**src/hdl/prcd_consts.svh**
```systemverilog
// constants for the clock ratio decoder: field codes, safe defaults, register map
`ifndef PRCD_CONSTS_SVH
`define PRCD_CONSTS_SVH
`define PRCD_CFG_W 52
`define PRCD_CL_MULT_MIN 5'h08
`define PRCD_CL_MULT_MAX 5'h12
`define PRCD_CL_SAFE 5'h08
`define PRCD_SEL_P1_D1 4'h0
`define PRCD_SEL_P1_D2 4'h1
`define PRCD_SEL_P2_D1 4'h4
`define PRCD_SEL_P2_D2 4'h5
`define PRCD_MEM_SYNC_RATIO 5'h01
`define PRCD_MEM_ASYNC_SAFE 5'h05
`define PRCD_MEM_R5 5'h05
`define PRCD_MEM_R6 5'h06
`define PRCD_MEM_R8 5'h08
`define PRCD_MEM_R9 5'h09
`define PRCD_MEM_R10 5'h0a
`define PRCD_MEM_R12 5'h0c
`define PRCD_MEM_R13 5'h0d
`define PRCD_MEM_R16 5'h10
`define PRCD_MEM_R18 5'h12
`define PRCD_SD_C20 3'h1
`define PRCD_SD_C25 3'h2
`define PRCD_SD_C40 3'h3
`define PRCD_SD_C50 3'h4
`define PRCD_SD_C24 3'h5
`define PRCD_SD_C30 3'h6
`define PRCD_SD_M20 6'h14
`define PRCD_SD_M24 6'h18
`define PRCD_SD_M25 6'h19
`define PRCD_SD_M30 6'h1e
`define PRCD_SD_M40 6'h28
`define PRCD_SD_M50 6'h32
`define PRCD_SD_SAFE 6'h19
`define PRCD_CORE_SRC_SAFE 4'hc
`define PRCD_CORE_DIV_SAFE 4'hf
`define PRCD_SD_B1_DIV_SAFE 5'h1f
`define PRCD_SD_B2_DIV_SAFE 4'hf
`define PRCD_REG_STATUS 8'h00
`define PRCD_REG_CLUSTER 8'h04
`define PRCD_REG_CORE 8'h08
`define PRCD_REG_MEM 8'h0c
`define PRCD_REG_SERDES 8'h10
`define PRCD_REG_CONTROL 8'h14
`define PRCD_HTRANS_NONSEQ 2'h2
`define PRCD_HTRANS_SEQ 2'h3
`endif

```
**src/hdl/prcd_pkg.sv**
```systemverilog
// types shared by the clock ratio decoder files
package prcd_pkg;
  typedef enum logic {PRCD_WAIT, PRCD_LOCKED} prcd_cap_state_t;
  typedef enum logic {PRCD_SRC_PLL_ONE, PRCD_SRC_PLL_TWO} prcd_src_t;
endpackage

```
**src/hdl/prcd_decoder.sv**
```systemverilog
// power-up clock ratio decoder with ahb-lite status/control registers
// How it works
// - cluster ratios come from the word captured once at power-up only
// - cluster code 8..18 gives multiplier 8..18; others reserved
// - complexes 0,1: 0000 pll one /1, 0001 pll one /2, 0100 pll two /1
// - complexes 2,3: 0000 pll one /1, 0100 pll two /1, 0101 pll two /2
// - async memory ratio codes 5,6,8,9,10,12,13,16,18 valid; others reserved
// - sync memory: platform reference, only ratio 1 valid, range 01 above 600 MHz
// - serdes bank1 010/011/100 give 25/40/50; bank2 adds 20,24,30
// - bank1 divider: five bits, one per lane pair, set halves rate
// - one bank2 divider bit covers all four lanes, set halves rate
// - memory pll reference: system clock async, platform clock sync
`timescale 1ns/1ps
`include "prcd_consts.svh"
module prcd_decoder
  import prcd_pkg::*;
(
  input wire logic sys_clk,
  input wire logic rst,
  input wire logic cfg_valid,
  input wire logic [4:0] cluster_pll_multiplier_one,
  input wire logic [4:0] cluster_pll_multiplier_two,
  input wire logic [1:0] cluster_pll_range_one,
  input wire logic [1:0] cluster_pll_range_two,
  input wire logic [15:0] core_complex_clock_select,
  input wire logic [4:0] memory_pll_multiplier,
  input wire logic [1:0] memory_pll_range,
  input wire logic memory_sync_mode,
  input wire logic memory_rate_bit,
  input wire logic memory_reserved_bit,
  input wire logic [2:0] serdes_bank1_multiplier,
  input wire logic [2:0] serdes_bank2_multiplier,
  input wire logic [4:0] serdes_bank1_lane_divider,
  input wire logic serdes_bank2_lane_divider,
  input wire logic hsel,
  input wire logic [31:0] haddr,
  input wire logic [1:0] htrans,
  input wire logic hwrite,
  input wire logic [2:0] hsize,
  input wire logic [31:0] hwdata,
  input wire logic hready,
  output logic hreadyout,
  output logic hresp,
  output logic [31:0] hrdata,
  output logic cfg_locked,
  output logic cfg_error,
  output logic [4:0] cluster_one_mult_r,
  output logic [4:0] cluster_two_mult_r,
  output logic [1:0] cluster_one_range_r,
  output logic [1:0] cluster_two_range_r,
  output logic [3:0] core_src_pll_two_r,
  output logic [3:0] core_div2_r,
  output logic [4:0] mem_mult_r,
  output logic [1:0] mem_range_r,
  output logic mem_ref_platform_r,
  output logic [5:0] serdes_bank1_mult_r,
  output logic [5:0] serdes_bank2_mult_r,
  output logic [4:0] serdes_bank1_div2_r,
  output logic [3:0] serdes_bank2_div2_r
);
  logic [`PRCD_CFG_W-1:0] cfg_in;
  logic [`PRCD_CFG_W-1:0] cfg;
  logic locked;
  logic force_safe_r;
  logic [12:0] err;
  logic [12:0] err_r;
  logic [7:0] addr_r;
  logic wr_pend_r;
  logic [31:0] rd_nxt;
  logic [31:0] hrdata_r;
  logic acc;

  // field unpacking of the captured word
  logic [4:0] c_cl1, c_cl2, c_mem;
  logic [1:0] c_rg1, c_rg2, c_mrg;
  logic [15:0] c_sel;
  logic c_sync, c_rate, c_rsv, c_bd2;
  logic [2:0] c_sd1, c_sd2;
  logic [4:0] c_bd1;

  assign cfg_in = {cluster_pll_multiplier_one, cluster_pll_multiplier_two, cluster_pll_range_one,
                   cluster_pll_range_two, core_complex_clock_select, memory_pll_multiplier,
                   memory_pll_range, memory_sync_mode, memory_rate_bit, memory_reserved_bit,
                   serdes_bank1_multiplier, serdes_bank2_multiplier, serdes_bank1_lane_divider,
                   serdes_bank2_lane_divider};
  assign {c_cl1, c_cl2, c_rg1, c_rg2, c_sel, c_mem, c_mrg, c_sync, c_rate, c_rsv,
          c_sd1, c_sd2, c_bd1, c_bd2} = cfg;

  prcd_cfg_capture u_cap (
    .sys_clk(sys_clk),
    .rst(rst),
    .cfg_valid(cfg_valid),
    .cfg_in(cfg_in),
    .cfg_r(cfg),
    .locked(locked)
  );

  // {error, multiplier}
  function automatic logic [5:0] cl_dec(input logic [4:0] code);
    if (code >= `PRCD_CL_MULT_MIN && code <= `PRCD_CL_MULT_MAX) begin
      cl_dec = {1'b0, code};
    end else begin
      cl_dec = {1'b1, `PRCD_CL_SAFE};
    end
  endfunction

  // {error, source pll two, divide by 2}; upper selects the complex 2,3 table
  function automatic logic [2:0] sel_dec(input logic [3:0] code, input logic upper);
    sel_dec = upper ? {1'b1, PRCD_SRC_PLL_TWO, 1'b1} : {1'b1, PRCD_SRC_PLL_ONE, 1'b1};
    if (code == `PRCD_SEL_P1_D1) sel_dec = {1'b0, PRCD_SRC_PLL_ONE, 1'b0};
    if (code == `PRCD_SEL_P2_D1) sel_dec = {1'b0, PRCD_SRC_PLL_TWO, 1'b0};
    if (!upper && code == `PRCD_SEL_P1_D2) sel_dec = {1'b0, PRCD_SRC_PLL_ONE, 1'b1};
    if (upper && code == `PRCD_SEL_P2_D2) sel_dec = {1'b0, PRCD_SRC_PLL_TWO, 1'b1};
  endfunction

  // {error, multiplier}; bank2 accepts the wider set
  function automatic logic [6:0] sd_dec(input logic [2:0] code, input logic bank2);
    sd_dec = {1'b1, `PRCD_SD_SAFE};
    if (code == `PRCD_SD_C25) sd_dec = {1'b0, `PRCD_SD_M25};
    if (code == `PRCD_SD_C40) sd_dec = {1'b0, `PRCD_SD_M40};
    if (code == `PRCD_SD_C50) sd_dec = {1'b0, `PRCD_SD_M50};
    if (bank2 && code == `PRCD_SD_C20) sd_dec = {1'b0, `PRCD_SD_M20};
    if (bank2 && code == `PRCD_SD_C24) sd_dec = {1'b0, `PRCD_SD_M24};
    if (bank2 && code == `PRCD_SD_C30) sd_dec = {1'b0, `PRCD_SD_M30};
  endfunction

  logic [5:0] cl1_d, cl2_d;
  logic [2:0] sel_d [4];
  logic [6:0] sd1_d, sd2_d;
  logic mem_ok;

  assign cl1_d = cl_dec(c_cl1);
  assign cl2_d = cl_dec(c_cl2);
  assign sd1_d = sd_dec(c_sd1, 1'b0);
  assign sd2_d = sd_dec(c_sd2, 1'b1);
  assign sel_d[0] = sel_dec(c_sel[15:12], 1'b0);
  assign sel_d[1] = sel_dec(c_sel[11:8], 1'b0);
  assign sel_d[2] = sel_dec(c_sel[7:4], 1'b1);
  assign sel_d[3] = sel_dec(c_sel[3:0], 1'b1);

  always_comb begin
    if (c_sync) begin
      mem_ok = (c_mem == `PRCD_MEM_SYNC_RATIO);
    end else begin
      unique case (c_mem)
        `PRCD_MEM_R5, `PRCD_MEM_R6, `PRCD_MEM_R8, `PRCD_MEM_R9, `PRCD_MEM_R10,
        `PRCD_MEM_R12, `PRCD_MEM_R13, `PRCD_MEM_R16, `PRCD_MEM_R18: mem_ok = 1'b1;
        default: mem_ok = 1'b0;
      endcase
    end
  end

  // a mode-bit violation by the loader is reported, not corrected
  assign err[11:0] = {c_rsv, (!c_sync && c_rate), sd2_d[6], sd1_d[6], !mem_ok,
                      sel_d[3][2], sel_d[2][2], sel_d[1][2], sel_d[0][2], cl2_d[5], cl1_d[5], locked};
  assign err[12] = |err[11:1];

  // errors only mean something once a word is held
  always_ff @(posedge sys_clk) begin
    if (rst) begin
      err_r <= '0;
    end else begin
      err_r <= locked ? err : 13'h0000;
    end
  end

  // cluster and core outputs; safe until a word is locked or when forced
  always_ff @(posedge sys_clk) begin
    if (rst || !locked || force_safe_r) begin
      cluster_one_mult_r <= `PRCD_CL_SAFE;
      cluster_two_mult_r <= `PRCD_CL_SAFE;
      cluster_one_range_r <= '0;
      cluster_two_range_r <= '0;
      core_src_pll_two_r <= `PRCD_CORE_SRC_SAFE;
      core_div2_r <= `PRCD_CORE_DIV_SAFE;
    end else begin
      cluster_one_mult_r <= cl1_d[4:0];
      cluster_two_mult_r <= cl2_d[4:0];
      cluster_one_range_r <= c_rg1;
      cluster_two_range_r <= c_rg2;
      for (int i = 0; i < 4; i++) begin
        core_src_pll_two_r[i] <= sel_d[i][1];
        core_div2_r[i] <= sel_d[i][0];
      end
    end
  end

  // memory pll
  always_ff @(posedge sys_clk) begin
    if (rst || !locked || force_safe_r) begin
      mem_mult_r <= `PRCD_MEM_ASYNC_SAFE;
      mem_range_r <= '0;
      mem_ref_platform_r <= 1'b0;
    end else begin
      mem_ref_platform_r <= c_sync;
      mem_range_r <= c_mrg;
      if (mem_ok) begin
        mem_mult_r <= c_mem;
      end else begin
        mem_mult_r <= c_sync ? `PRCD_MEM_SYNC_RATIO : `PRCD_MEM_ASYNC_SAFE;
      end
    end
  end

  // serdes multipliers and lane dividers
  always_ff @(posedge sys_clk) begin
    if (rst || !locked || force_safe_r) begin
      serdes_bank1_mult_r <= `PRCD_SD_SAFE;
      serdes_bank2_mult_r <= `PRCD_SD_SAFE;
      serdes_bank1_div2_r <= `PRCD_SD_B1_DIV_SAFE;
      serdes_bank2_div2_r <= `PRCD_SD_B2_DIV_SAFE;
    end else begin
      serdes_bank1_mult_r <= sd1_d[5:0];
      serdes_bank2_mult_r <= sd2_d[5:0];
      serdes_bank1_div2_r <= c_bd1;
      serdes_bank2_div2_r <= {4{c_bd2}};
    end
  end

  assign cfg_locked = locked;
  assign cfg_error = err_r[12];

  // ahb-lite slave, zero wait states, always okay
  assign acc = hsel && hready && (htrans == `PRCD_HTRANS_NONSEQ || htrans == `PRCD_HTRANS_SEQ);
  assign hreadyout = 1'b1;
  assign hresp = 1'b0;
  assign hrdata = hrdata_r;

  always_comb begin
    unique case (haddr[7:0])
      `PRCD_REG_STATUS: rd_nxt = {19'h00000, err_r};
      `PRCD_REG_CLUSTER: rd_nxt = {12'h000, cluster_two_range_r, cluster_one_range_r,
                                   3'h0, cluster_two_mult_r, 3'h0, cluster_one_mult_r};
      `PRCD_REG_CORE: rd_nxt = {24'h000000, core_div2_r, core_src_pll_two_r};
      `PRCD_REG_MEM: rd_nxt = {24'h000000, mem_ref_platform_r, mem_range_r, mem_mult_r};
      `PRCD_REG_SERDES: rd_nxt = {7'h00, serdes_bank2_div2_r, serdes_bank1_div2_r,
                                  2'h0, serdes_bank2_mult_r, 2'h0, serdes_bank1_mult_r};
      `PRCD_REG_CONTROL: rd_nxt = {31'h00000000, force_safe_r};
      default: rd_nxt = 32'h00000000;
    endcase
  end

  // read data sampled at the address phase, so it stands through the data phase
  always_ff @(posedge sys_clk) begin
    if (rst) begin
      hrdata_r <= '0;
    end else if (acc && !hwrite) begin
      hrdata_r <= rd_nxt;
    end
  end

  always_ff @(posedge sys_clk) begin
    if (rst) begin
      wr_pend_r <= 1'b0;
      addr_r <= '0;
    end else begin
      wr_pend_r <= acc && hwrite;
      if (acc) addr_r <= haddr[7:0];
    end
  end

  // force_safe parks every clock at its slow default, e.g. for bring-up
  always_ff @(posedge sys_clk) begin
    if (rst) begin
      force_safe_r <= 1'b0;
    end else if (wr_pend_r && addr_r == `PRCD_REG_CONTROL) begin
      force_safe_r <= hwdata[0];
    end
  end
endmodule

```
**src/hdl/prcd_cfg_capture.sv**
```systemverilog
// one-shot capture of the power-up configuration word fields
`timescale 1ns/1ps
`include "prcd_consts.svh"
module prcd_cfg_capture
  import prcd_pkg::*;
(
  input wire logic sys_clk,
  input wire logic rst,
  input wire logic cfg_valid,
  input wire logic [`PRCD_CFG_W-1:0] cfg_in,
  output logic [`PRCD_CFG_W-1:0] cfg_r,
  output logic locked
);
  prcd_cap_state_t state_r;

  // later loads are ignored so ratios cannot move under running plls
  always_ff @(posedge sys_clk) begin
    if (rst) begin
      state_r <= PRCD_WAIT;
    end else begin
      unique case (state_r)
        PRCD_WAIT: if (cfg_valid) state_r <= PRCD_LOCKED;
        PRCD_LOCKED: state_r <= PRCD_LOCKED;
      endcase
    end
  end

  always_ff @(posedge sys_clk) begin
    if (rst) begin
      cfg_r <= '0;
    end else if (state_r == PRCD_WAIT && cfg_valid) begin
      cfg_r <= cfg_in;
    end
  end

  assign locked = (state_r == PRCD_LOCKED);
endmodule

```
**config.mk**
```make
export PLATFORM = sky130hd
export DESIGN_NAME = prcd_decoder
export DESIGN_NICKNAME = d
export VERILOG_FILES = /design/src/hdl/prcd_pkg.sv /design/src/hdl/prcd_decoder.sv /design/src/hdl/prcd_cfg_capture.sv
export VERILOG_INCLUDE_DIRS = /design/src /design/src/hdl
export SDC_FILE = /design/constraint.sdc
export NUM_CORES = 1
export LEC_CHECK = 0
export ABC_AREA = 1
export BUFFER_PORTS_ARGS = -buffer_cell sky130_fd_sc_hd__buf_2
export CORE_MARGIN = 2
export CORE_UTILIZATION = 44
export DETAILED_ROUTE_END_ITERATION = 16
export PLACE_DENSITY = 0.76
export SYNTH_ARGS = -nofsm -noshare
export SYNTH_HDL_FRONTEND = slang
export SYNTH_SLANG_ARGS = --single-unit
```
**constraint.sdc**
```tcl
create_clock -name sys_clk -period 1.6 [get_ports sys_clk]
set_clock_uncertainty 0.05 [all_clocks]
set_input_delay 0.08 -clock sys_clk [delete_from_list [all_inputs] [get_ports sys_clk]]
set_output_delay 0.08 -clock sys_clk [all_outputs]
set_load 0.005 [all_outputs]
```
# Yosys cells after proc, flatten, opt, wreduce, memory -nomap -nowiden
# Memories as Yosys holds them, arrays and structs flattened. A register that Yosys moved wholly into a read port is not among the register bits.
# Cells that the tools add are included.
dict set report op_classes {
  n_addsub 0
  mul 0
  n_div 0
  n_lt_le_gt_ge 4
  n_eq_ne 26
  shifts 0
  n_mux 32
  bitwise 3
  reduce_logical 36
}
# operator n
set ops {}
lappend ops {{$pmux W25 S6} 1}
lappend ops {{$mux W7} 9}
lappend ops {{$mux W3} 13}
lappend ops {{$eq A4 B3 Y1 const B} 6}
lappend ops {{$eq A8 B5 Y1 const B} 3}
lappend ops {{$eq A8 B4 Y1 const B} 2}
lappend ops {{$logic_not A4 Y1} 4}
lappend ops {{$reduce_or A2 Y1} 8}
lappend ops {{$mux W5} 3}
lappend ops {{$eq A3 B2 Y1 const B} 4}
lappend ops {{$eq A3 B3 Y1 const B} 4}
lappend ops {{$mux W6} 2}
lappend ops {{$reduce_or A3 Y1} 4}
lappend ops {{$reduce_or A11 Y1} 1}
lappend ops {{$ge A5 B4 Y1 const B} 2}
lappend ops {{$le A5 B5 Y1 const B} 2}
lappend ops {{$logic_and A1 B1 Y1} 9}
lappend ops {{$eq A4 B1 Y1 const B} 2}
lappend ops {{$eq A8 B3 Y1 const B} 1}
lappend ops {{$logic_not A8 Y1} 1}
lappend ops {{$eq A5 B1 Y1 const B} 1}
lappend ops {{$reduce_or A5 Y1} 1}
lappend ops {{$eq A2 B2 Y1 const B} 2}
lappend ops {{$logic_not A1 Y1} 4}
lappend ops {{6 further kinds} 12}
dict set report word_totals {
  register_bits 156
  latchBits 0
  ram_bits 0
  romBits 32
  inputBits 127
  output_inout_bits 87
  wordCells 134
  mem_count 1
}
# name words word_bits rd rd_ports_with_merged_regs wr line_no
set memory_table {}
lappend memory_table {{(no name shown)} 32 1 1 1 0 prcd_decoder.sv:145} ;# unique case (c_mem)

# Longest topological paths before layout
# Gate-level depths: netlist (run 1).
dict set report depth {
  word_depth 8
  depth_mapped 11
  mapped_depth_nobuf 10
}

# Modules after synthesis
# Synthesis (run 1) repeated with hierarchy kept, for this count alone.
dict set report unflattened {
  hier_cells 838
  area_unflattened_um2 6039.5
}
# mod instances cells_per_inst area_each_um2 seq_area_each_um2
set by_module_without_submodules {}
lappend by_module_without_submodules {prcd_decoder 1 499 3796.1 1801.7}
lappend by_module_without_submodules {prcd_cfg_capture 1 339 2243.4 1061.0}

# Worst setup path after synthesis (run 1)
# Ideal clock, no wire load.
dict set report synth_timing {
  path_kind {register -> register}
  start {reg u_cap.state_r, in the netlist u_cap.locked}
  end {reg with a tool-made name}
  setup_time_ns 0.070
  arrival_ns 1.489
  required_time_ns 1.480
  path_slack_ns -0.009
  stages_incl_launch_ff 11
  path_buffers 1
  period_less_slack_ns 1.609
  path_cell_list {dfxtp_1 -> inv_2 -> nand2_4 -> buf_4 -> o211ai_1 -> inv_1 -> ha_1 -> inv_1 -> a21oi_1 -> nand2_1 -> a21oi_1}
}
# element line_no
set synth_lines {}
lappend synth_lines {{start: declaration} prcd_cfg_capture.sv:14} ;# prcd_cap_state_t state_r;
lappend synth_lines {{start signal: assignment} prcd_cfg_capture.sv:19} ;# state_r <= PRCD_WAIT;
lappend synth_lines {{start signal: assignment} prcd_cfg_capture.sv:22} ;# PRCD_WAIT: if (cfg_valid) state_r <= PRCD_LOCKED;
lappend synth_lines {{start signal: assignment} prcd_cfg_capture.sv:23} ;# PRCD_LOCKED: state_r <= PRCD_LOCKED;

==> flow_summary.json, run 1 <==
{
  "worst_pin_slew_ns": 0.6477,
  "max_slew_margin": 0.5677,
  "start_util": 0.4526,
  "ys_ff_latch": 144,
  "synthAdderAreaFrac": 0.002292,
  "min_path_type": "in -> reg",
  "design.die.area_mm2": 0.01331,
  "synthDistinctLibCells": 28,
  "grt_pass1_wl_um": 22910,
  "grt_pass1_vias": 4779,
  "place_congestion": 0.8301,
  "grt_max_degree": 44,
  "drt-total-wl_um": 14850,
  "synth_edf_count": 0,
  "finalSetupViolCount": 0,
  "min_period_ns": 1.599,
  "synth_compound_area_frac": 0.1293,
  "place_inst": 983,
  "drc": 0,
  "dp_slack_ns": 0.01096,
  "cts.path.max_buffers": 2,
  "max_stage_delay_ns": 0.33,
  "tritoncts": "yes",
  "htreeDepth": 4,
  "synthCells": 696,
  "syn_area_mm2": 0.005459,
  "status": "complete, no violations",
  "detail-route-antenna-nets": 0,
  "maxCapViolations": 0,
  "numClockSinks": 144,
  "core-area_mm2": 0.01206,
  "path_common_cell": "a21oi_1",
  "num_antenna_cells": 0,
  "clk_latency_ns": 0.41,
  "viasPerCell": 4.773,
  "dpl.hpwl_um": 10360,
  "grt_use_total": 0.2256,
  "synth_top_family_by_area": "simple AND/OR/NAND/NOR gates",
  "nFillCells": 1038,
  "syn_avg_cell_area_um2": 7.843,
  "synth_top_area_share": 0.5281,
  "max_freq_ghz": 0.6253,
  "die_width_um": 115.4,
  "critPathCaptureType": "register",
  "cp.arrival_ns": 1.90,
  "leakagePower_nw": 3.385,
  "cts.clk_slew.worst_paths_ns": 0.06,
  "vdd.ir_drop.worst_mv": 0.7514,
  "drt_iter0_drc": 312,
  "hold_viol": 0,
  "power_frac_comb": 0.092,
  "muxShareOfSynthArea": 0,
  "antenna_found_initial": 0,
  "ys.flop_type": "dfxtp_1",
  "fp.dieH_um": 115.4,
  "area_delta_synth_final_pct": 39.19,
  "crit_slowest_cell": "dfxtp_2",
  "io-pin-count": 214,
  "seqPwrFrac": 0.428,
  "required_ns": 1.90,
  "rows": 40,
  "synth-xor-area-share": 0,
  "synth_warnings": 0,
  "layout.nets": 1027,
  "fin_util": 0.6300,
  "slew_violations": 0,
  "sw_frac_of_total": 0.2281,
  "p_clk_frac": 0.480,
  "async_flop_share": 0,
  "critPathLaunchType": "register",
  "p_per_area_mw_per_mm2": 1184,
  "yosys-top-cells-area": "dfxtp_1, nand2_1, nor2_1, o21ai_0, a21oi_1",
  "ys_top_cells_by_count": "dfxtp_1, nand2_1, nor2_1, o21ai_0",
  "path_class": "reg -> reg",
  "wl_per_cell_um": 13.75,
  "power_switching_mw": 2.053,
  "synth_top_area_cell": "dfxtp_1",
  "cts_made_buffers": 17,
  "finalCritPeriodShare": 0.9995,
  "crit_chain": "inv_4 -> nand2_8 -> o21ai_1 -> a21oi_1 -> ha_1 -> inv_2 -> a21oi_2 -> nand2_1 -> a21oi_1",
  "ys_seq_area_frac": 0.5281,
  "overflow": 0,
  "io_buffers": 142,
  "cp_max_fo": 8,
  "rsz0062_at_grt": "yes",
  "timing.final.ws_setup_ns": 0.0007889,
  "yosys.area_share.simple": 0.2375,
  "vias": 5155,
  "instances_no_fill": 1080,
  "drive_gt1_frac": 0.2511,
  "root_buffer": "clkbuf_16",
  "dr.pass1.iters": 5,
  "yosysMostFrequentCell": "dfxtp_1",
  "intPower_mw": 6.944
}
==> timing repair <==
item | in CTS | in global routing
endpoints found under the setup margin | 0 | 5
buffers inserted | 0 | 3
hold endpoints to repair | 62 | 0
gates resized for setup | 0 | 9
hold buffers | 62 | 0
==> metal layers <==
metal / up-vias / track usage / wire length (um)
li1: 2620 / - / -
met1: 2332 / 0.2711 / 6370
met2: 175 / 0.3891 / 7238
met3: 28 / 0.05271 / 923
met4: 0 / 0.09076 / 319
met5: - / 0 / 0
==> placed cells by master (no fill, tap or decap), drive strengths merged <==
master	count
nand4	4
dlygate4sd3	62
clkinvlp	2
nand2	105
a21oi	61
o211ai	5
nor2	107
dfxtp	144
nor3	8
or2	8
clkinv	6
nand3	61
buf	163
a211oi	3
ha	1
conb	12
bufinv	5
clkbuf	19
nand3b	1
inv	68
o21ai	67
==> registers in the layout, indices dropped and copies added (netlist names), 2 cells and up, named ones only <==
register and flops:
serdes_bank1_div2_r 5, u_cap.cfg_r 52, serdes_bank2_mult_r 6, core_div2_r 4, cluster_two_range_r 2, cluster_one_range_r 2
core_src_pll_two_r 4, mem_mult_r 5, mem_range_r 2, cluster_two_mult_r 5, addr_r 8, cluster_one_mult_r 5
serdes_bank1_mult_r 5, err_r 13, hrdata 20
==> final timing paths <==
path                                               start                     end  slack, ns  depth (start not counted)
worst max register to register              u_cap.locked                register     0.0008                          9
worst min register to register            u_cap.cfg_r[5]  serdes_bank1_div2_r[4]       0.38                          1
worst max-delay path                        u_cap.locked                register     0.0008                          9
worst min-delay path            memory_pll_multiplier[4]         u_cap.cfg_r[21]       0.04                          3
==> area by class of cell <==
| cell class | count | area, um2 | share of cell area |
|---|---|---|---|
| sequential | 144 | 2884 | 0.3795 |
| clock buffer | 19 | 442.9 | 0.05829 |
| multi-input combinational | 443 | 2074 | 0.2730 |
| tap | 168 | 210.2 | 0.02766 |
| clock inverter | 13 | 210.2 | 0.02766 |
| timing repair buffer | 225 | 1514 | 0.1992 |
| inverter | 68 | 262.8 | 0.03458 |
==> cells by family after synthesis <==
logic type | after synthesis
other cells | 2
simple gates | 294
buf+inv | 119
flops | 144
fa+ha+maj | 1
compound gates | 136
==> worst max-delay path, delay by kind of cell, from the launching register on <==
family                     cells  cell delay, ns
and+or+nand+nor                2            0.14
DFF                            1            0.33
AOI/OAI and AO/OA              4            0.55
adders and majority gates      1            0.33
buffers and inverters          2            0.13
==> power by group through the flow <==
stage / combinational [mW] / clock, mW / sequential (mW)
2_1_floorplan: 0.443 / 0 / 3.91
3_5_place_dp: 0.685 / 0 / 3.93
4_1_cts: 0.803 / 4.36 / 3.85
5_1_grt: 0.928 / 4.52 / 3.87
6_report: 0.829 / 4.32 / 3.85
3_3_place_gp: 0.672 / 0 / 3.92
==> metrics by stage <==
step / hold WS, ns / TNS, ns / cell area, um2 / power (mW)
global placement: 0.2825 / 0 / 6279 / 4.593
detailed placement: 0.2868 / 0 / 6279 / 4.611
global route: 0.04646 / -0.06353 / 7599 / 9.314
floorplan: 0.09907 / 0 / 5500 / 4.349
finish: 0.03866 / 0 / 7599 / 8.997
CTS: 0.01464 / 0 / 7552 / 9.008
Power figures use the tool's default switching activity.
==> inputs of run 2 (changes only) <==
--- a/config.mk
+++ b/config.mk
@@ -8,10 +8,12 @@
 export LEC_CHECK = 0
 export ABC_AREA = 1
 export BUFFER_PORTS_ARGS = -buffer_cell sky130_fd_sc_hd__buf_2
+export CELL_PAD_IN_SITES_DETAIL_PLACEMENT = 1
+export CELL_PAD_IN_SITES_GLOBAL_PLACEMENT = 2
 export CORE_MARGIN = 2
-export CORE_UTILIZATION = 44
+export CORE_UTILIZATION = 24
 export DETAILED_ROUTE_END_ITERATION = 16
-export PLACE_DENSITY = 0.76
+export PLACE_DENSITY_LB_ADDON = 0.1
 export SYNTH_ARGS = -nofsm -noshare
 export SYNTH_HDL_FRONTEND = slang
 export SYNTH_SLANG_ARGS = --single-unit
==> run 2 against run 1 <==
Compared with the run above: non-clock buffer count increased by 8; total power decreased by 6.8%; largest power group is now sequential cells; first-iteration DRC count decreased by 56%; core utilization decreased by 29 points; critical path type unchanged; routed wire length increased by 25%; combinational power increased by 5.5%; sequential power about the same; hold slack got worse by 0.035 ns.
==> flow_summary.json, run 2 (same netlist as run 1, synthesis figures left out) <==
{
  "p_clk_frac": 0.435,
  "fin_util": 0.3436,
  "rows": 55,
  "start_util": 0.2426,
  "tritoncts": "yes",
  "vias": 5145,
  "layout_commonest_cell": "dfxtp_1",
  "status": "complete, no violations",
  "max_stage_delay_ns": 0.36,
  "cp_num_buf_inv": 3,
  "area_delta_synth_final_pct": 41.62,
  "viasPerCell": 4.270,
  "r2r-start": "u_cap.locked",
  "p_per_area_mw_per_mm2": 1085,
  "grt_pass1_wl_um": 28470,
  "min_from": "memory_pll_multiplier[0]",
  "num_antenna_cells": 0,
  "nFillCells": 2740,
  "root_buffer": "clkbuf_16",
  "grt_max_degree": 42,
  "power_frac_comb": 0.104,
  "maxCapViolations": 0,
  "reg2reg_setup_slack_ns": 0.05,
  "drc": 0,
  "min_period_ns": 1.550,
  "die_width_um": 154.8,
  "min_path_type": "in -> reg",
  "critPathLaunchType": "register",
  "cts.path.max_buffers": 2,
  "grt_pass1_vias": 5198,
  "power.total_mw": 8.385,
  "max_slew_margin": 0.5839,
  "seq_area_mm2": 0.002887,
  "min_path_cells": 4,
  "finalSetupViolCount": 0,
  "detail-route-antenna-nets": 0,
  "path_class": "reg -> reg",
  "sw_frac_of_total": 0.2627,
  "io_buffers": 142,
  "crit_chain": "inv_6 -> nand2_8 -> o211ai_1 -> inv_1 -> ha_4 -> inv_2 -> a21oi_2 -> nand2_1 -> a21oi_2",
  "numClockSinks": 144,
  "drive_gt1_frac": 0.2609,
  "fp.dieH_um": 154.8,
  "leakagePower_nw": 3.363,
  "drt-total-wl_um": 18540,
  "power_switching_mw": 2.202,
  "htreeDepth": 4,
  "final_cell_mix": "dfxtp_1, buf_2, nand2_1",
  "drt_iter0_drc": 137,
  "slew_violations": 0,
  "path_common_cell": "a21oi_2",
  "dpl.hpwl_um": 14180,
  "crit_slowest_cell": "dfxtp_4",
  "multi_input_comb_area_mm2": 0.002110,
  "finalCritPeriodShare": 0.9686,
  "rsz0062_at_grt": "yes",
  "overflow": 0,
  "intPower_mw": 6.182,
  "dr.pass1.iters": 4,
  "largest_reg_flops": 52,
  "max_freq_ghz": 0.6453,
  "clk_latency_ns": 0.42,
  "worst_pin_slew_ns": 0.6235,
  "required_ns": 1.91,
  "vdd.ir_drop.worst_mv": 0.6106,
  "holdPathEnd": "u_cap.cfg_r[17]",
  "seqPwrFrac": 0.461,
  "top_register": "u_cap.cfg_r",
  "core-area_mm2": 0.02250,
  "critPathCaptureType": "register",
  "wl_per_cell_um": 15.39,
  "cts.clk_slew.worst_paths_ns": 0.06,
  "antenna_found_initial": 0,
  "place_congestion": 0.7417,
  "cp.arrival_ns": 1.86,
  "cp_max_fo": 8,
  "hold_viol": 0,
  "layout.nets": 1035,
  "design.die.area_mm2": 0.02397,
  "reg2reg_depth": 9,
  "path_delay_family": "compound AO/OA/AOI/OAI gates",
  "cts_made_buffers": 17,
  "grt_use_total": 0.1578,
  "io-pin-count": 214
}
[run 2: changes by cell type in the layout (fill, tap and decap cells not counted), sizes merged]
cell,previous run,this run
inv,68,71
dlygate4sd3,62,63
buf,163,170
clkbuf,19,18
bufinv,5,0
clkinvlp,2,5
[run 2: routing by layer]
metal,vias to the layer above,track usage,part of all wire
met4,0,0.05467,0.018
met3,26,0.02942,0.034
met2,117,0.2676,0.47
li1,2636,-,-
met5,-,0,0
met1,2366,0.2015,0.48
[run 2: final cells by class]
class | count | area share
Multi-Input combinational cell | 443 | 0.2729
Tap cell | 285 | 0.04612
Sequential cell | 144 | 0.3734
Clock inverter | 14 | 0.01408
Timing Repair Buffer | 233 | 0.2028
Clock buffer | 18 | 0.05681
Inverter | 68 | 0.03399
[run 2: how the worst max path moves through the flow]
stage	start	endpoint	slack (ns)	depth (start not counted)
after floorplan	u_cap.locked	register	0.002	10
after global placement	u_cap.locked	register	0.07	9
after detailed placement	u_cap.locked	register	-0.04	9
after CTS	u_cap.locked	register	0.01	9
after global routing	u_cap.locked	register	-0.07	9
final	u_cap.locked	register	0.05	9
[run 2: per-stage QoR]
| step | setup WS, ns | hold slack (ns) | cells | TNS [ns] | cell area (um2) |
|---|---|---|---|---|---|
| detailed placement | -0.03728 | 0.2921 | 1106 | -0.03728 | 6457 |
| CTS | 0.01133 | 0.004768 | 1201 | 0 | 7636 |
| global route | -0.07365 | 0.01680 | 1205 | -0.07365 | 7731 |
| floorplan | 0.002294 | 0.09907 | 706 | 0 | 5500 |
| finish | 0.05031 | 0.004023 | 1205 | 0 | 7731 |
| global placement | 0.06811 | 0.2814 | 1106 | 0 | 6457 |
[run 2: timing repair]
item,4_1_cts,5_1_grt
endpoints found under the hold margin,63,0
hold buffers,63,0
pin swaps,1,6
setup buffers,0,4
resized for setup,1,17
setup endpoints to repair,1,13
[run 2: worst reg2reg max path, stage by stage (launching register included)]
cell and delay [ns]:
dfxtp_4 0.36, inv_6 0.08, nand2_8 0.07, o211ai_1 0.22
inv_1 0.11, ha_4 0.28, inv_2 0.03, a21oi_2 0.10
nand2_1 0.07, a21oi_2 0.12
[run 2: power by group through the flow]
stage | combinational [mW] | sequential [mW] | clock (mW)
2_1_floorplan | 0.443 | 3.91 | 0
3_3_place_gp | 0.724 | 3.94 | 0
3_5_place_dp | 0.740 | 3.95 | 0
4_1_cts | 0.861 | 3.87 | 3.78
5_1_grt | 0.989 | 3.88 | 3.92
6_report | 0.875 | 3.86 | 3.65
==> inputs of run 3 (changes only) <==
--- a/config.mk
+++ b/config.mk
@@ -11,7 +11,8 @@
 export CELL_PAD_IN_SITES_DETAIL_PLACEMENT = 1
 export CELL_PAD_IN_SITES_GLOBAL_PLACEMENT = 2
 export CORE_MARGIN = 2
-export CORE_UTILIZATION = 24
+export CORE_UTILIZATION = 27
+export CTS_BUF_LIST = sky130_fd_sc_hd__clkbuf_8
 export DETAILED_ROUTE_END_ITERATION = 16
 export PLACE_DENSITY_LB_ADDON = 0.1
 export SYNTH_ARGS = -nofsm -noshare
==> constraint.sdc (replaced) <==
create_clock -name sys_clk -period 1.5 [get_ports sys_clk]
set_clock_uncertainty 0.05 [all_clocks]
set_input_delay 0.075 -clock sys_clk [delete_from_list [all_inputs] [get_ports sys_clk]]
set_output_delay 0.075 -clock sys_clk [all_outputs]
set_load 0.005 [all_outputs]
==> run 3 against run 2 <==
Compared with the run above: the flow now finishes with violations (negative setup slack); combinational power up 8.0%; design area down 1.3%; setup slack worse by 0.057 ns; total power down 0.30%; via count down 0.16%; clock power down 9.3%; sequential power up 6.2%; largest power group unchanged; hold slack better by 0.052 ns; die area down 11%; sequential share of layout area up 0.46 points; global-route usage up 1.2 points; first-iteration DRC count up 26%.
==> flow_summary.json, run 3 (same netlist as run 1, synthesis figures left out) <==
{
  "vdd.ir_drop.worst_mv": 0.5590,
  "htreeDepth": 4,
  "hold_viol": 0,
  "overflow": 0,
  "die_width_um": 146.2,
  "finalSetupViolCount": 1,
  "finalCritPeriodShare": 1.005,
  "reg2reg_setup_slack_ns": -0.007,
  "use_met3": 0.03563,
  "required_ns": 1.79,
  "rows": 52,
  "holdPathEnd": "wr_pend_r",
  "largest_reg_flops": 52,
  "dr.pass1.iters": 4,
  "grt_use_total": 0.1697,
  "whs_ns": 0.05592,
  "violations": "negative setup slack",
  "layout.nets": 1039,
  "reg2reg_depth": 8,
  "layout_commonest_cell": "dfxtp_1",
  "core-area_mm2": 0.02004,
  "slew_violations": 0,
  "dpl.hpwl_um": 13340,
  "cts.clk_slew.worst_paths_ns": 0.08,
  "vias": 5137,
  "clk_latency_ns": 0.45,
  "cts.path.max_buffers": 2,
  "critPathCaptureType": "register",
  "wl_per_cell_um": 14.92,
  "fp.dieH_um": 146.2,
  "numClockSinks": 144,
  "start_util": 0.2724,
  "cp.arrival_ns": 1.80,
  "cp_max_fo": 8,
  "grt_use_met2": 0.2936,
  "r2r-start": "u_cap.locked",
  "max_slew_margin": 0.5613,
  "maxCapViolations": 0,
  "worst_pin_slew_ns": 0.6573,
  "area_delta_synth_final_pct": 39.79,
  "min_path_cells": 4,
  "leakagePower_nw": 3.380,
  "rsz0062_at_grt": "yes",
  "min_from": "hready",
  "min_path_type": "in -> reg",
  "drt-total-wl_um": 17810,
  "grt_pass1_wl_um": 28080,
  "top_register": "u_cap.cfg_r",
  "detail-route-antenna-nets": 0,
  "timing.final.ws_setup_ns": -0.006969,
  "design.die.area_mm2": 0.02137,
  "io_buffers": 142,
  "grt.busiest_layer": "met2",
  "setup-tns-final_ns": -0.006969,
  "p_per_area_mw_per_mm2": 1095,
  "drive_gt1_frac": 0.2576,
  "critPathLaunchType": "register",
  "final_cell_mix": "dfxtp_1, buf_2, nand2_1",
  "grt_max_degree": 63,
  "grt_pass1_vias": 5251,
  "num_antenna_cells": 0,
  "grt_use_met1": 0.2148,
  "tritoncts": "yes",
  "path_class": "reg -> reg",
  "drt_iter0_drc": 172,
  "max_freq_ghz": 0.6636,
  "root_buffer": "clkbuf_8",
  "viasPerCell": 4.302,
  "antenna_found_initial": 0,
  "cts_made_buffers": 17,
  "min_period_ns": 1.507,
  "io-pin-count": 214,
  "drc": 0,
  "status": "finished, violations left",
  "place_congestion": 0.7682
}
run 3: cell count changes in the layout (fill, tap and decap cells not counted), moves of 3 or more:
cell        delta
clkbuf_16     -17
bufinv_16      +4
clkinv_4       -3
inv_1          +8
clkinvlp_4     -5
clkbuf_8      +19
inv_6          -4
run 3: cell type report:
| class | count | area (um2) |
|---|---|---|
| inverters | 68 | 262.8 |
| multi-input cells | 443 | 2093 |
| repair buffers | 237 | 1627 |
| well taps | 270 | 337.8 |
| flip-flops and latches | 144 | 2884 |
| clock buffers | 20 | 275.3 |
| fillers | 2527 | 12410 |
| clock inverters | 12 | 151.4 |
run 3: worst max path at each step:
| stage | slack, ns | endpoint | startpoint |
|---|---|---|---|
| floorplan | -0.07 | register | u_cap.locked |
| global placement | 0.003 | register | u_cap.locked |
| detailed placement | -0.06 | register | u_cap.locked |
| CTS | 0.01 | register | u_cap.locked |
| global route | -0.12 | register | u_cap.locked |
| finish | -0.007 | register | u_cap.locked |
run 3: stage by stage:
stage	std cells	cell area, um2	utilization	setup slack [ns]	power (mW)
floorplan	706	5502	-	-0.06875	4.639
global placement	1093	6467	0.3227	0.003327	4.972
detailed placement	1093	6467	0.3227	-0.06178	4.995
CTS	1192	7562	0.3774	0.01461	8.460
global route	1194	7631	0.3808	-0.1164	8.776
finish	1194	7631	0.3808	-0.006969	8.360
run 3: report_power, final:
part | internal, mW | leakage, nW | switching (mW) | total [mW]
Combinational | 0.427 | 1.96 | 0.518 | 0.945
Sequential | 4.00 | 1.18 | 0.0976 | 4.10
Clock | 1.90 | 0.242 | 1.41 | 3.31
run 3: timing repair:
| item | 4_1_cts | 5_1_grt |
|---|---|---|
| resized for setup | 3 | 14 |
| hold buffers | 63 | 0 |
| buffers inserted | 4 | 2 |
| pin swaps | 2 | 3 |
| endpoints found under the setup margin | 1 | 25 |
| hold endpoints to repair | 63 | 0 |
run 3: metal layers:
metal,share of wire,vias to the layer above
li1,-,2633
met1,0.47,2383
met2,0.49,107
met3,0.033,14
met4,0.011,0
met5,0,-
run 3: worst max-delay path: stages (launching register included):
cell and delay [ns]:
dfxtp_2 0.33, inv_2 0.07, nand2_4 0.08, buf_4 0.17, or2_2 0.27, nand3_1 0.18
o21ai_0 0.12, nand2_1 0.09, a21oi_2 0.05
